[config.mk]
export PLATFORM = sky130hd
export DESIGN_NAME = srfba_aligner
export DESIGN_NICKNAME = d
export VERILOG_FILES = /design/src/srfba_aligner.v /design/src/srfba_pattern_match.v
export VERILOG_INCLUDE_DIRS = /design/src
export SDC_FILE = /design/constraint.sdc
export NUM_CORES = 1
export LEC_CHECK = 0
export ABC_AREA = 1
export CORE_MARGIN = 5
export CORE_UTILIZATION = 60
export CTS_BUF_LIST = sky130_fd_sc_hd__clkbuf_8
export DETAILED_ROUTE_END_ITERATION = 12
export DONT_BUFFER_PORTS = 1
export HOLD_SLACK_MARGIN = 0.02
export PLACE_DENSITY = 0.78
export REMOVE_ABC_BUFFERS = 1
export SLEW_MARGIN = 20
export SYNTH_ARGS = -nofsm -noshare
export SYNTH_HDL_FRONTEND = slang
export SYNTH_SLANG_ARGS = --single-unit
export TNS_END_PERCENT = 10
[constraint.sdc]
create_clock -name core_clk_i -period 2.14 [get_ports core_clk_i]
set_input_delay 0.428 -clock core_clk_i [delete_from_list [all_inputs] [get_ports core_clk_i]]
set_output_delay 0.428 -clock core_clk_i [all_outputs]
set_load 0.01 [all_outputs]
[src/srfba_regs.vh]
// Purpose: Constants for the receive frame and byte aligner
// Assumes: Plain Verilog-2005 includes
// Notes: Definitions only
`ifndef SRFBA_REGS_VH
`define SRFBA_REGS_VH
`define SRFBA_A1_BYTE 8'hF6
`define SRFBA_A2_BYTE 8'h28
`define SRFBA_A1_RUN 4'h3
`define SRFBA_A2_HIT 4'h3
`define SRFBA_CNT_W 4
`define SRFBA_OFF_W 3
`define SRFBA_CNT_ZERO 4'h0
`define SRFBA_CNT_ONE 4'h1
`define SRFBA_OFF_ZERO 3'h0
`define SRFBA_BYTE_ZERO 8'h00
`define SRFBA_WIN_ZERO 15'h0000
`define SRFBA_BIT_ONE 3'h1
`endif

[src/srfba_aligner.v]
// Purpose: Receive frame and byte boundary detector with aligned byte output
// Assumes: Serial bits arrive one per core_clk_i with a bit strobe; byte strobe marks
//          parallel_out_clock cycles
// Notes: Bit clock is recovered or reference_clock_in, chosen outside this block
//
// Overview of operation
// - Rising edge of out-of-frame request arms search; it stays on while request high.
// - First A1 byte fixes byte boundary; third A2 byte fixes frame boundary and is the output byte marked by the frame pulse.
// - Frame pulse high for one core_clk_i cycle, the cycle after the byte strobe that puts that A2 byte on the bus.
// - Search stops when first frame found (third A2 byte matched) and request low, whichever later.
// - Serial input reaches parallel bus within 1 to 2 output cycles (8 to 15 bit cycles after its first bit is sampled).
// - In bypass, bits are sampled on core_clk_i with bit_strobe_i, the same as in normal mode.
`timescale 1ns/10ps
`default_nettype none
`include "srfba_regs.vh"
module srfba_aligner
(
   // Clock and reset
   input wire core_clk_i,
   input wire sys_rst_i,
   // Serial side
   input wire serial_receive_data_i,
   input wire diag_loop_data_i,
   input wire diag_loop_sel_i,
   input wire bit_strobe_i,
   // Byte timing and control
   input wire byte_strobe_i,
   input wire out_of_frame_request_i,
   // Parallel side
   output reg [7:0] parallel_out_bus_o,
   output reg frame_pulse_o,
   output reg search_active_o
);
   localparam ST_IDLE = 3'b001;
   localparam ST_A1 = 3'b010;
   localparam ST_A2 = 3'b100;
   reg [2:0] state_r;
   reg [2:0] state_nxt;
   reg [14:0] win_r;
   reg [`SRFBA_OFF_W-1:0] off_r;
   reg [`SRFBA_OFF_W-1:0] bitcnt_r;
   reg [`SRFBA_CNT_W-1:0] run_r;
   reg [`SRFBA_CNT_W-1:0] run_nxt;
   reg oof_d_r;
   reg armed_r;
   reg pulsed_r;
   reg [7:0] byte_r;
   reg fp_pend_r;
   reg fp_pend_nxt;
   reg [`SRFBA_OFF_W-1:0] lock_off_nxt;
   wire in_bit;
   wire [14:0] win_nxt;
   wire a1_hit;
   wire a2_hit;
   wire [2:0] a1_off;
   wire [2:0] a2_off;
   wire byte_done;
   wire oof_rise;
   wire hunting;
   wire a1_here;
   wire a2_here;
   wire evaluate;
   wire stop_req;
   wire pend_set;
   function [7:0] pick_byte;
      input [14:0] w;
      input [2:0] o;
      begin
         pick_byte = w[o +: 8];
      end
   endfunction
   // Bypass sampling is done by the caller's bit strobe
   assign in_bit = diag_loop_sel_i ? diag_loop_data_i : serial_receive_data_i;
   assign win_nxt = {win_r[13:0], in_bit};
   assign byte_done = bit_strobe_i && (bitcnt_r == off_r);
   assign oof_rise = out_of_frame_request_i && !oof_d_r;
   // Hunting until the first A1 fixes the byte phase
   assign hunting = (state_r == ST_A1) && (run_r == `SRFBA_CNT_ZERO);
   assign a1_here = a1_hit && (a1_off == `SRFBA_OFF_ZERO);
   assign a2_here = a2_hit && (a2_off == `SRFBA_OFF_ZERO);
   // Every bit while hunting, else only on byte boundaries
   assign evaluate = bit_strobe_i && armed_r && (hunting || byte_done);
   assign stop_req = armed_r && pulsed_r && !out_of_frame_request_i;
   assign pend_set = evaluate && fp_pend_nxt && !oof_rise && !stop_req;
   srfba_pattern_match #(.PATTERN(`SRFBA_A1_BYTE)) u_a1
   (
      .win_i(win_nxt),
      .hit_o(a1_hit),
      .off_o(a1_off)
   );
   srfba_pattern_match #(.PATTERN(`SRFBA_A2_BYTE)) u_a2
   (
      .win_i(win_nxt),
      .hit_o(a2_hit),
      .off_o(a2_off)
   );
   // Pattern search state machine
   always @*
   begin
      state_nxt = state_r;
      run_nxt = run_r;
      fp_pend_nxt = 1'b0;
      lock_off_nxt = off_r;
      case (state_r)
         ST_IDLE:
         begin
            run_nxt = `SRFBA_CNT_ZERO;
         end
         ST_A1:
         begin
            if (hunting)
            begin
               // Boundary is where the match ended, counted back from now
               if (a1_hit)
               begin
                  lock_off_nxt = bitcnt_r - a1_off;
                  run_nxt = `SRFBA_CNT_ONE;
               end
            end
            else if (a1_here)
            begin
               run_nxt = (run_r == `SRFBA_A1_RUN) ? run_r : run_r + `SRFBA_CNT_ONE;
            end
            else if (a2_here && run_r == `SRFBA_A1_RUN)
            begin
               state_nxt = ST_A2;
               run_nxt = `SRFBA_CNT_ONE;
            end
            else
            begin
               run_nxt = `SRFBA_CNT_ZERO;
            end
         end
         ST_A2:
         begin
            if (a2_here)
            begin
               run_nxt = run_r + `SRFBA_CNT_ONE;
               if (run_nxt == `SRFBA_A2_HIT)
               begin
                  fp_pend_nxt = 1'b1;
                  state_nxt = ST_A1;
                  run_nxt = `SRFBA_CNT_ZERO;
               end
            end
            else
            begin
               state_nxt = ST_A1;
               run_nxt = `SRFBA_CNT_ZERO;
            end
         end
         default:
         begin
            state_nxt = ST_IDLE;
         end
      endcase
   end
   always @(posedge core_clk_i)
   begin
      if (sys_rst_i)
      begin
         state_r <= ST_IDLE;
         win_r <= `SRFBA_WIN_ZERO;
         off_r <= `SRFBA_OFF_ZERO;
         bitcnt_r <= `SRFBA_OFF_ZERO;
         run_r <= `SRFBA_CNT_ZERO;
         oof_d_r <= 1'b0;
         armed_r <= 1'b0;
         pulsed_r <= 1'b0;
         byte_r <= `SRFBA_BYTE_ZERO;
         fp_pend_r <= 1'b0;
         parallel_out_bus_o <= `SRFBA_BYTE_ZERO;
         frame_pulse_o <= 1'b0;
         search_active_o <= 1'b0;
      end
      else
      begin
         oof_d_r <= out_of_frame_request_i;
         if (oof_rise)
         begin
            armed_r <= 1'b1;
            pulsed_r <= 1'b0;
            state_r <= ST_A1;
            run_r <= `SRFBA_CNT_ZERO;
         end
         else if (stop_req)
         begin
            armed_r <= 1'b0;
            state_r <= ST_IDLE;
         end
         else if (evaluate)
         begin
            state_r <= state_nxt;
            run_r <= run_nxt;
            off_r <= lock_off_nxt;
            if (fp_pend_nxt)
            begin
               pulsed_r <= 1'b1;
            end
         end
         search_active_o <= armed_r;
         if (bit_strobe_i)
         begin
            win_r <= win_nxt;
            bitcnt_r <= bitcnt_r + `SRFBA_BIT_ONE;
         end
         // Aligned byte captured at its last bit
         if (byte_done)
         begin
            byte_r <= pick_byte(win_nxt, `SRFBA_OFF_ZERO);
         end
         // New pend wins over the strobe that clears an old one
         if (pend_set)
         begin
            fp_pend_r <= 1'b1;
         end
         else if (byte_strobe_i)
         begin
            fp_pend_r <= 1'b0;
         end
         // Byte moves to bus on next output cycle
         if (byte_strobe_i)
         begin
            parallel_out_bus_o <= byte_r;
            frame_pulse_o <= fp_pend_r;
         end
         else
         begin
            frame_pulse_o <= 1'b0;
         end
      end
   end
endmodule // srfba_aligner
`default_nettype wire

[src/srfba_pattern_match.v]
// Purpose: Finds a given byte at any bit offset of a 15-bit window
// Assumes: Window bit 14 is the oldest bit
// Notes: Combinational, lowest offset wins
`timescale 1ns/10ps
`default_nettype none
module srfba_pattern_match
#(
   parameter [7:0] PATTERN = 8'hF6
)
(
   // Window
   input wire [14:0] win_i,
   // Result
   output reg hit_o,
   output reg [2:0] off_o
);
   integer k;
   always @*
   begin
      hit_o = 1'b0;
      off_o = 3'h0;
      for (k = 7; k >= 0; k = k - 1)
      begin
         if (win_i[k +: 8] == PATTERN)
         begin
            hit_o = 1'b1;
            off_o = k[2:0];
         end
      end
   end
endmodule // srfba_pattern_match
`default_nettype wire

# Yosys cells after proc, flatten, opt, wreduce, memory -nomap -nowiden
# Index checks and enable logic that the tools add are counted.
totals:
  register_bits: 49
  latchBits: 0
  mem_bits_rw: 0
  rom_bits: 0
  inputBits: 8
  output_inout_bits: 10
  elab_cells: 144
  mem_count: 0
op_classes:
  addsub: 3
  n_mul: 0
  n_div: 0
  magnitude_cmp: 0
  n_eq_ne: 33
  n_shift: 0
  n_mux: 57
  n_bitwise: 4
  reduce_logical: 33
op_table:
  columns: ["op", "count"]
  rows:
  - ["8-bit by 6-bit equality test with 1-bit output, second input constant", 8]
  - ["8-bit equality test, second input constant", 8]
  - ["3-bit two-way mux", 21]
  - ["1-bit two-way mux", 25]
  - ["4-bit two-way mux", 6]
  - ["6-bit AND reduction", 3]
  - ["1-bit logical AND", 13]
  - ["4-bit inequality test, second input constant", 3]
  - ["4-bit one-hot mux with 3 select lines", 1]
  - ["3-bit inequality test, second input constant", 3]
  - ["3-bit one-hot mux with 3 select lines", 1]
  - ["4-bit by 2-bit equality test with 1-bit output, second input constant", 2]
  - ["3-bit zero test", 2]
  - ["2-bit two-way mux", 3]
  - ["3-bit nonzero test", 2]
  - ["5-bit inequality test, second input constant", 1]
  - ["5-bit AND reduction", 1]
  - ["4-bit by 1-bit adder with 4-bit output, second input constant", 1]
  - ["1-bit zero test", 4]
  - ["4-bit zero test", 1]
  - ["2-bit inequality test, second input constant", 2]
  - ["4-bit by 3-bit inequality test with 1-bit output, second input constant", 1]
  - ["1-bit NOT", 4]
  - ["2-bit nonzero test", 2]
  - ["other kinds (11)", 12]

# Logic depth before layout (Yosys ltp)
# Gate-level depths: netlist of the first run.
logic_depth:
  ltp_word: 19
  depth_mapped: 12
  ltp_nobuf: 12

# Modules after synthesis
# A second synthesis of the first run with hierarchy kept.
unflattened:
  cells_unflattened: 436
  area_unflattened_um2: 2761.4
modules_own_cells:
  columns: ["module", "instances", "cells_per_inst", "area_per_inst_um2"]
  rows:
  - ["srfba_aligner", 1, 299, 2203.4]
  - ["srfba_pattern_match at u_a2", 1, 74, 309.0]
  - ["srfba_pattern_match at u_a1", 1, 63, 249.0]

# Least setup slack after synthesis of the first run
# OpenSTA, ideal clock, no wires.
synth_timing:
  path_kind: "reg2reg"
  startpoint: "register win_r[5]"
  endpoint: "register off_r[2]"
  t_arrival_ps: 1658
  required_ps: 2024
  slack_ps: 366
  stages_incl_launch_ff: 10
  n_path_buf: 0
  cell_sequence: "dfxtp_1 inv_1 nand4_1 nand4_1 ha_1 fa_1 xnor2_1 xor2_1 nor2_1 nor2_1"
synth_between:
  elab_chain_cells: 9
  elab_cells_between_ends: 23
  cone_classes: "add/sub (1); eq/ne (7); mux (14); reduce/logical (1)"
synth_lines:
  columns: ["item", "line", "rtl"]
  rows:
  - ["start: declaration", "srfba_aligner.v:39", "reg [14:0] win_r;"]
  - ["start signal: assignment", "srfba_aligner.v:163", "win_r <= `SRFBA_WIN_ZERO;"]
  - ["start signal: assignment", "srfba_aligner.v:204", "win_r <= win_nxt;"]
  - ["8-bit equality test", "srfba_pattern_match.v:24", "if (win_i[k +: 8] == PATTERN)"]
  - ["3-bit two-way mux or 1-bit two-way mux (tied branches) (7 in series)", "srfba_pattern_match.v:24", null]
  - ["3-bit subtractor or 6-bit AND reduction (tied branches)", null, null]
  - ["end signal: assignment", "srfba_aligner.v:164", "off_r <= `SRFBA_OFF_ZERO;"]
  - ["end signal: assignment", "srfba_aligner.v:195", "off_r <= lock_off_nxt;"]
  - ["end: declaration", "srfba_aligner.v:40", "reg [`SRFBA_OFF_W-1:0] off_r;"]
# Several ways; a longest one is shown, not always the timed one.
# A chain may end at the register's enable or synchronous reset.

# Worst setup path after layout of the first run
layout_timing:
  startpoint: "register win_r[4]"
  endpoint: "register off_r[2]"
layout_between:
  elab_chain_cells: 8
  elab_cells_between_ends: 20
  cone_classes: "add/sub (1); eq/ne (6); mux (12); reduce/logical (1)"
layout_lines:
  columns: ["item", "line"]
  rows:
  - ["8-bit equality test", "srfba_pattern_match.v:24"]
  - ["3-bit two-way mux or 1-bit two-way mux (tied branches) (6 in series)", "srfba_pattern_match.v:24"]
  - ["3-bit subtractor or 6-bit AND reduction (tied branches)", null]
# Several ways; a longest one is shown, not always the timed one.

==> key figures, run 1 <==
Run status
  • Outcome: complete, no violations

Clock tree
  • Post-CTS Hold Buffers: 0
  • Post-CTS Setup Inserts: 0
  • Root Driver: clkbuf_8
  • CTS Buffer Depth: 2
  • Post-cts repair resize count: 0
  • CTS tree: yes
  • CTS H-Tree Depth: 2
  • Clk sink count: 49
  • Worst skew pair latency: 300 ps
  • Clk pin slew, worst setup/hold paths: 90 ps
  • Total CTS buffers: 5

Floorplan
  • Cell Rows: 23
  • Io pins: 18
  • Core area: 4000 µm²
  • DIE AREA: 5514 µm²
  • Starting density of the core: 61.93%
  • Die extent in y: 74.26 µm
  • DIE WIDTH: 74.26 µm

Global routing
  • First-pass GRT wire length: 8742 µm
  • Tot GR Track Use: 20.39%
  • Met2 usage: 31.79%
  • Gr ovfl total: 0
  • GRT met1 Usage: 27.94%
  • Grt met3 use: 4.730%
  • Largest net degree at the start of global routing: 23
  • Initial antenna violation count: 0
  • Vias in the first global route: 1,977
  • Global route hottest layer: met2

Synth
  • Synth area leader: dfxtp_1
  • Synth area leaders: dfxtp_1 40%, nand2_1 10%, nor2_1 8.0%
  • Compound-Gate Fraction of Synth Area: 13.59%
  • Adder-cell share of the synthesized area: 3.333%
  • Count of cell types in the netlist: 30
  • Post-synth top flop: dfxtp_1
  • Mux cell area share after synthesis: 0%
  • Area share of the largest cell type after synthesis: 39.60%
  • Main combinational cell family by area after synthesis: simple AND/OR/NAND/NOR gates
  • Post-Synth Simple-Gate Area: 34.04%
  • Asr flop ratio synth: 0%
  • Yosys warnings: 0
  • Synth Cell Area: 2477 µm²
  • Post-synthesis sequential area ratio: 39.60%
  • Post-synth EDFFs: 0
  • Mean Syn Cell Area: 6.901 µm²
  • Synth Area in XOR/XNOR: 0.7071%
  • Synth Register Bits: 49
  • Synth Instances: 359

Layout
  • # diodes: 0
  • Layout cells sized above 1: 11.98%
  • Area added between synthesis and finish: 4.848%
  • Nets: 372

STA
  • Worst-Margin Slew: 391.4 ps
  • Final setup violation count: 0
  • Slew HR: 73.88%
  • Final period utilization: 92.31%
  • Max Fclk: 0.5062 GHz
  • Final Worst Setup Slack: 164.6 ps
  • Final min period: 1975 ps
  • Fin. max-slew vios: 0
  • Setup TNS: 0 ps
  • Final Hold Vio Count: 0
  • Clk_skew: 6.749 ps
  • RSZ-0062 raised after global routing: no

Power and ir drop
  • PD cells: 657.0 nW/µm²
  • Leakage: 0.001137 µW
  • VDD IR max: 0.3287 mV

Min path
  • HP Start: sys_rst_i
  • Hold crit path type: input port to flip-flop
  • Cell count of the worst hold path: 1
  • WHS Endpoint: state_r[1]

Detailed routing
  • Initial DRC count: 147
  • Remaining DRCs: 0
  • Drt first pass iters: 4
  • Routed vias: 2,186
  • Routed WL per cell: 12.39 µm
  • Final ANT Viol Nets: 0
  • Vias/cell: 5.345
  • Drt total wl: 5067 µm

Worst setup path
  • CP required: 2340 ps
  • Largest fanout on the critical path: 10
  • WS Path Type: flip-flop to flip-flop
  • Max stage delay cell, worst path: dfxtp_1
  • Path depth of the worst reg2reg path: 9
  • FF-to-FF End: off_r[2]
  • R2R Setup Slk: 160 ps
  • CP Launch Type: flip-flop
  • Worst R2R Start: win_r[4]
  • CP Data Arrival Time: 2170 ps
  • Cell Chain, Critical Path: nor3_1 > nand2_1 > nand4_1 > ha_1 > fa_1 > xnor2_1 > xor2_1 > nor2_1 > nor2_1
  • CP endpoint kind: flip-flop
  • Worst path max stage delay: 530 ps
  • Most frequent CP cell: nor2_1

Placed design
  • Post-Place Setup Slack: 195.7 ps
  • GPL Wtd Cong: 0.9373
  • Port bufs: 0
  • DPL Wire Length: 3706 µm

Job
  • Max Cap Viol: 0
[worst max-delay path by stage]
stage                        start  endpoint  slack [ps]  depth (start not counted)
final                     win_r[4]  off_r[2]         160                          9
after global routing      win_r[5]  off_r[2]          60                         10
after CTS                 win_r[4]  off_r[2]         170                          9
after detailed placement  win_r[4]  off_r[2]         200                          9
after global placement    win_r[4]  off_r[2]         240                          9
after floorplan           win_r[4]  off_r[2]         340                          9
[report_power, final]
| group | total, µW | switching [µW] | internal, µW |
|---|---|---|---|
| Combinational | 169 | 112 | 57.2 |
| Sequential | 1010 | 47.2 | 963 |
| Clock | 527 | 301 | 226 |
| Total | 1710 | 461 | 1250 |
[metrics by stage]
stage / total power (µW) / hold slack [ps] / instance area, µm² / util [%] / instances
after floorplan: 1152 / 427.0 / 2434 / - / 349
after global placement: 1195 / 440.6 / 2511 / 62.78 / 401
after detailed placement: 1198 / 442.4 / 2511 / 62.78 / 401
after CTS: 1720 / 169.8 / 2597 / 64.94 / 409
after global routing: 1800 / 160.5 / 2597 / 64.94 / 409
final: 1706 / 179.2 / 2597 / 64.94 / 409
[registers in the layout, summed over array words and instances (netlist names)]
signal	cells
armed_r	1
bitcnt_r	3
byte_r	8
fp_pend_r	1
frame_pulse_o	1
off_r	3
oof_d_r	1
parallel_out_bus_o	8
pulsed_r	1
run_r	4
search_active_o	1
state_r	3
win_r	14
[final cells by class]
| cell class | count | area [µm²] |
|---|---|---|
| clock buffers | 5 | 68.82 |
| clock inverters | 3 | 17.52 |
| fillers | 356 | 1403 |
| inverters | 46 | 172.7 |
| multi-input cells | 254 | 1280 |
| flip-flops and latches | 49 | 980.9 |
| well taps | 50 | 62.56 |
| repair buffers | 2 | 15.01 |
[cells by family after synthesis]
logic type / Yosys count
adder cells (fa/ha/maj): 6
buffers and inverters: 56
AND/OR/NAND/NOR: 181
XOR/XNOR: 2
AO/OA/AOI/OAI: 65
flip-flops: 49
[routing by layer]
layer | wire length [µm] | vias to the layer above | part of all wire (%)
met5 | 0 | - | 0
met4 | 77 | 0 | 1.5
met3 | 237 | 7 | 4.7
met2 | 2147 | 46 | 42
met1 | 2605 | 967 | 51
li1 | - | 1166 | -
[synthesized netlist by cell type (2+ instances only)]
library cell / count
nand2_1: 68
nor2_1: 53
dfxtp_1: 49
o21ai_0: 34
inv_1: 33
a21oi_1: 27
nand3_1: 20
nand4_1: 12
inv_2: 11
clkbuf_1: 7
nand2_2: 7
nor3_1: 7
ha_1: 5
nand3_2: 4
nor2_4: 3
a21oi_2: 2
buf_2: 2
clkinv_1: 2
nor2_2: 2
[critical path: cells and delay by family (launching register included)]
family	cells	cell delay [ps]
adders and majority gates	2	570
DFF	1	530
and+or+nand+nor	5	460
xor gates and xnor gates	2	300
[cell usage in the layout (no fill, tap or decap), types with 2 or more instances in the layout]
master	n
clkinv_1	2
nor3_1	7
a21oi_1	27
ha_1	5
nand2_2	7
inv_1	33
inv_2	11
a21oi_2	2
nor2_4	3
nor2_1	53
nand2_1	68
nand3_2	4
nor2_2	2
nand4_1	12
dfxtp_1	49
clkinv_2	2
buf_4	2
nand3_1	20
o21ai_0	34
clkbuf_8	5
No activity file was read; power rests on OpenSTA's default activity.
==> run 2: changes to the inputs <==
--- a/config.mk
+++ b/config.mk
@@ -8,12 +8,12 @@
 export LEC_CHECK = 0
 export ABC_AREA = 1
 export CORE_MARGIN = 5
-export CORE_UTILIZATION = 60
+export CORE_UTILIZATION = 45
 export CTS_BUF_LIST = sky130_fd_sc_hd__clkbuf_8
 export DETAILED_ROUTE_END_ITERATION = 12
 export DONT_BUFFER_PORTS = 1
 export HOLD_SLACK_MARGIN = 0.02
-export PLACE_DENSITY = 0.78
+export PLACE_DENSITY = 0.62
 export REMOVE_ABC_BUFFERS = 1
 export SLEW_MARGIN = 20
 export SYNTH_ARGS = -nofsm -noshare
==> key figures, run 2 (synthesis gave the netlist of run 1 again) <==
Run status
  • Outcome: complete, no violations (unchanged)

Global routing
  • Gr ovfl total: 0 (unchanged)
  • Initial antenna violation count: 0 (unchanged)
  • First-pass GRT wire length: 8873 µm (was 8742 µm)
  • Grt met3 use: 3.238% (was 4.730%)
  • GRT met1 Usage: 20.36% (was 27.94%)
  • Vias in the first global route: 2,036 (was 1,977)
  • Tot GR Track Use: 15.07% (was 20.39%)
  • Largest net degree at the start of global routing: 36 (was 23)
  • Met2 usage: 23.39% (was 31.79%)
  • Global route hottest layer: met2 (unchanged)

Floorplan
  • Starting density of the core: 45.55% (was 61.93%)
  • Io pins: 18 (unchanged)
  • Core area: 5439 µm² (was 4000 µm²)
  • Cell Rows: 27 (was 23)
  • Die extent in y: 84.20 µm (was 74.26 µm)
  • DIE AREA: 7089 µm² (was 5514 µm²)
  • DIE WIDTH: 84.20 µm (was 74.26 µm)

Layout
  • Top reg by flops: win_r (unchanged)
  • Largest register FFs: 14 (unchanged)
  • Nets: 371 (was 372)
  • Post-route cell area: 2621 µm² (was 2597 µm²)
  • Area added between synthesis and finish: 5.808% (was 4.848%)
  • # diodes: 0 (unchanged)
  • Top flop regs: win_r (14), byte_r (8), parallel_out_bus_o (8) (unchanged)
  • Commonest cells after routing, fill and taps aside: 68 x nand2_1, 53 x nor2_1, 49 x dfxtp_1 (unchanged)
  • Layout cells sized above 1: 11.73% (was 11.98%)
  • Commonest non-fill, non-tap cell in the layout: nand2_1 (unchanged)
  • Post-Layout Cell Count: 430 (was 409)

Placed design
  • GPL Wtd Cong: 0.8628 (was 0.9373)
  • Port bufs: 0 (unchanged)
  • DPL Wire Length: 3858 µm (was 3706 µm)
  • Placed cells: 422 (was 401)
  • Post-Place Setup Slack: 215.8 ps (was 195.7 ps)
  • Placed Area: 2531 µm² (was 2511 µm²)

STA
  • Max Fclk: 0.5157 GHz (was 0.5062 GHz)
  • Clk_skew: 7.339 ps (was 6.749 ps)
  • Worst-Margin Slew: 388.3 ps (was 391.4 ps)
  • Fin Hold WS: 172.3 ps (was 179.2 ps)
  • RSZ-0062 raised after global routing: no (unchanged)
  • Final min period: 1939 ps (was 1975 ps)
  • Final Hold Vio Count: 0 (unchanged)
  • Final setup violation count: 0 (unchanged)
  • Fin. max-slew vios: 0 (unchanged)
  • Setup TNS: 0 ps (unchanged)
  • Final Worst Setup Slack: 200.8 ps (was 164.6 ps)
  • Final period utilization: 90.62% (was 92.31%)
  • Slew HR: 74.09% (was 73.88%)

Power and ir drop
  • VDD IR max: 0.2846 mV (was 0.3287 mV)
  • Reg power frac: 57.9% (was 59.2%)
  • Clk pwr share: 32.5% (was 30.9%)
  • Pint: 1252 µW (was 1246 µW)
  • Net Switching: 493.8 µW (was 460.6 µW)
  • PD cells: 665.9 nW/µm² (was 657.0 nW/µm²)
  • Sw Share: 28.29% (was 26.99%)
  • Logic gate share of total power: 9.5% (was 9.9%)
  • Leakage: 0.001133 µW (was 0.001137 µW)

Clock tree
  • CTS tree: yes (unchanged)
  • Root Driver: clkbuf_8 (unchanged)
  • Worst skew pair latency: 310 ps (was 300 ps)
  • Post-cts repair resize count: 0 (unchanged)
  • Total CTS buffers: 5 (unchanged)
  • Post-CTS Setup Inserts: 0 (unchanged)
  • Post-CTS Hold Buffers: 0 (unchanged)
  • Clk pin slew, worst setup/hold paths: 100 ps (was 90 ps)
  • CTS Buffer Depth: 2 (unchanged)
  • CTS H-Tree Depth: 2 (unchanged)
  • Clk sink count: 49 (unchanged)

Min path
  • Cell count of the worst hold path: 1 (unchanged)
  • Hold crit path type: input port to flip-flop (unchanged)
  • WHS Endpoint: state_r[1] (unchanged)
  • HP Start: sys_rst_i (unchanged)

Worst setup path
  • CP top delay family: adder cells (unchanged)
  • Worst R2R Start: win_r[4] (unchanged)
  • CP Data Arrival Time: 2150 ps (was 2170 ps)
  • CP bufs+invs: 0 (unchanged)
  • FF-to-FF End: off_r[2] (unchanged)
  • Worst path max stage delay: 540 ps (was 530 ps)
  • Path depth of the worst reg2reg path: 9 (unchanged)
  • R2R Setup Slk: 200 ps (was 160 ps)
  • WS Path Type: flip-flop to flip-flop (unchanged)
  • Largest fanout on the critical path: 10 (unchanged)
  • Cell Chain, Critical Path: nor3_1 > nand2_1 > nand4_1 > ha_1 > fa_1 > xnor2_1 > xor2_1 > nor2_1 > nor2_1 (unchanged)
  • CP Launch Type: flip-flop (unchanged)
  • Most frequent CP cell: nor2_1 (unchanged)
  • CP required: 2350 ps (was 2340 ps)
  • CP endpoint kind: flip-flop (unchanged)
  • Max stage delay cell, worst path: dfxtp_1 (unchanged)

Detailed routing
  • Drt first pass iters: 4 (unchanged)
  • Vias/cell: 5.063 (was 5.345)
  • Final ANT Viol Nets: 0 (unchanged)
  • Drt total wl: 5210 µm (was 5067 µm)
  • Routed WL per cell: 12.12 µm (was 12.39 µm)
  • Routed vias: 2,177 (was 2,186)
  • Remaining DRCs: 0 (unchanged)
  • Initial DRC count: 128 (was 147)

Job
  • Max Cap Viol: 0 (unchanged)
==> run 2: how the worst max path moves through the flow <==
| stage | from | slack (ps) | cells after the start | to |
|---|---|---|---|---|
| 5_1_grt | win_r[4] | 40 | 9 | off_r[2] |
| 4_1_cts | win_r[4] | 200 | 9 | off_r[2] |
| 2_1_floorplan | win_r[4] | 340 | 9 | off_r[2] |
| 3_5_place_dp | win_r[4] | 220 | 9 | off_r[2] |
| 6_report | win_r[4] | 200 | 9 | off_r[2] |
| 3_3_place_gp | win_r[4] | 230 | 9 | off_r[2] |
==> run 2: area by class of cell <==
type / count / area, µm²
fillers: 556 / 2818
multi-input cells: 254 / 1280
flip-flops and latches: 49 / 980.9
inverters: 46 / 172.7
well taps: 72 / 90.09
clock buffers: 5 / 68.82
clock inverters: 3 / 21.27
repair buffers: 1 / 7.507
==> run 2: power by group through the flow <==
stage | sequential [µW] | clock, µW | combinational [µW]
after floorplan | 1020 | 0 | 132
after global placement | 1030 | 0 | 165
after detailed placement | 1030 | 0 | 166
after CTS | 1010 | 579 | 167
after global routing | 1020 | 612 | 195
final | 1010 | 568 | 167
==> run 2: layer usage <==
layer / up-vias / part of all wire, %
met5: - / 0
met4: 0 / 1.9
met3: 7 / 5.1
met2: 50 / 42
met1: 956 / 51
li1: 1164 / -
==> run 2: per-stage QoR <==
step	power [µW]	utilization, %
6_report	1745	48.19
3_5_place_dp	1197	46.54
4_1_cts	1756	48.19
2_1_floorplan	1152	-
5_1_grt	1826	48.19
3_3_place_gp	1196	46.54
==> run 2: worst reg2reg max path: cells and delay by family, from the launching register on <==
kind                       cells  cell delay (ps)
adders and majority gates      2              570
xor gates and xnor gates       2              300
and+or+nand+nor                5              440
DFF                            1              540
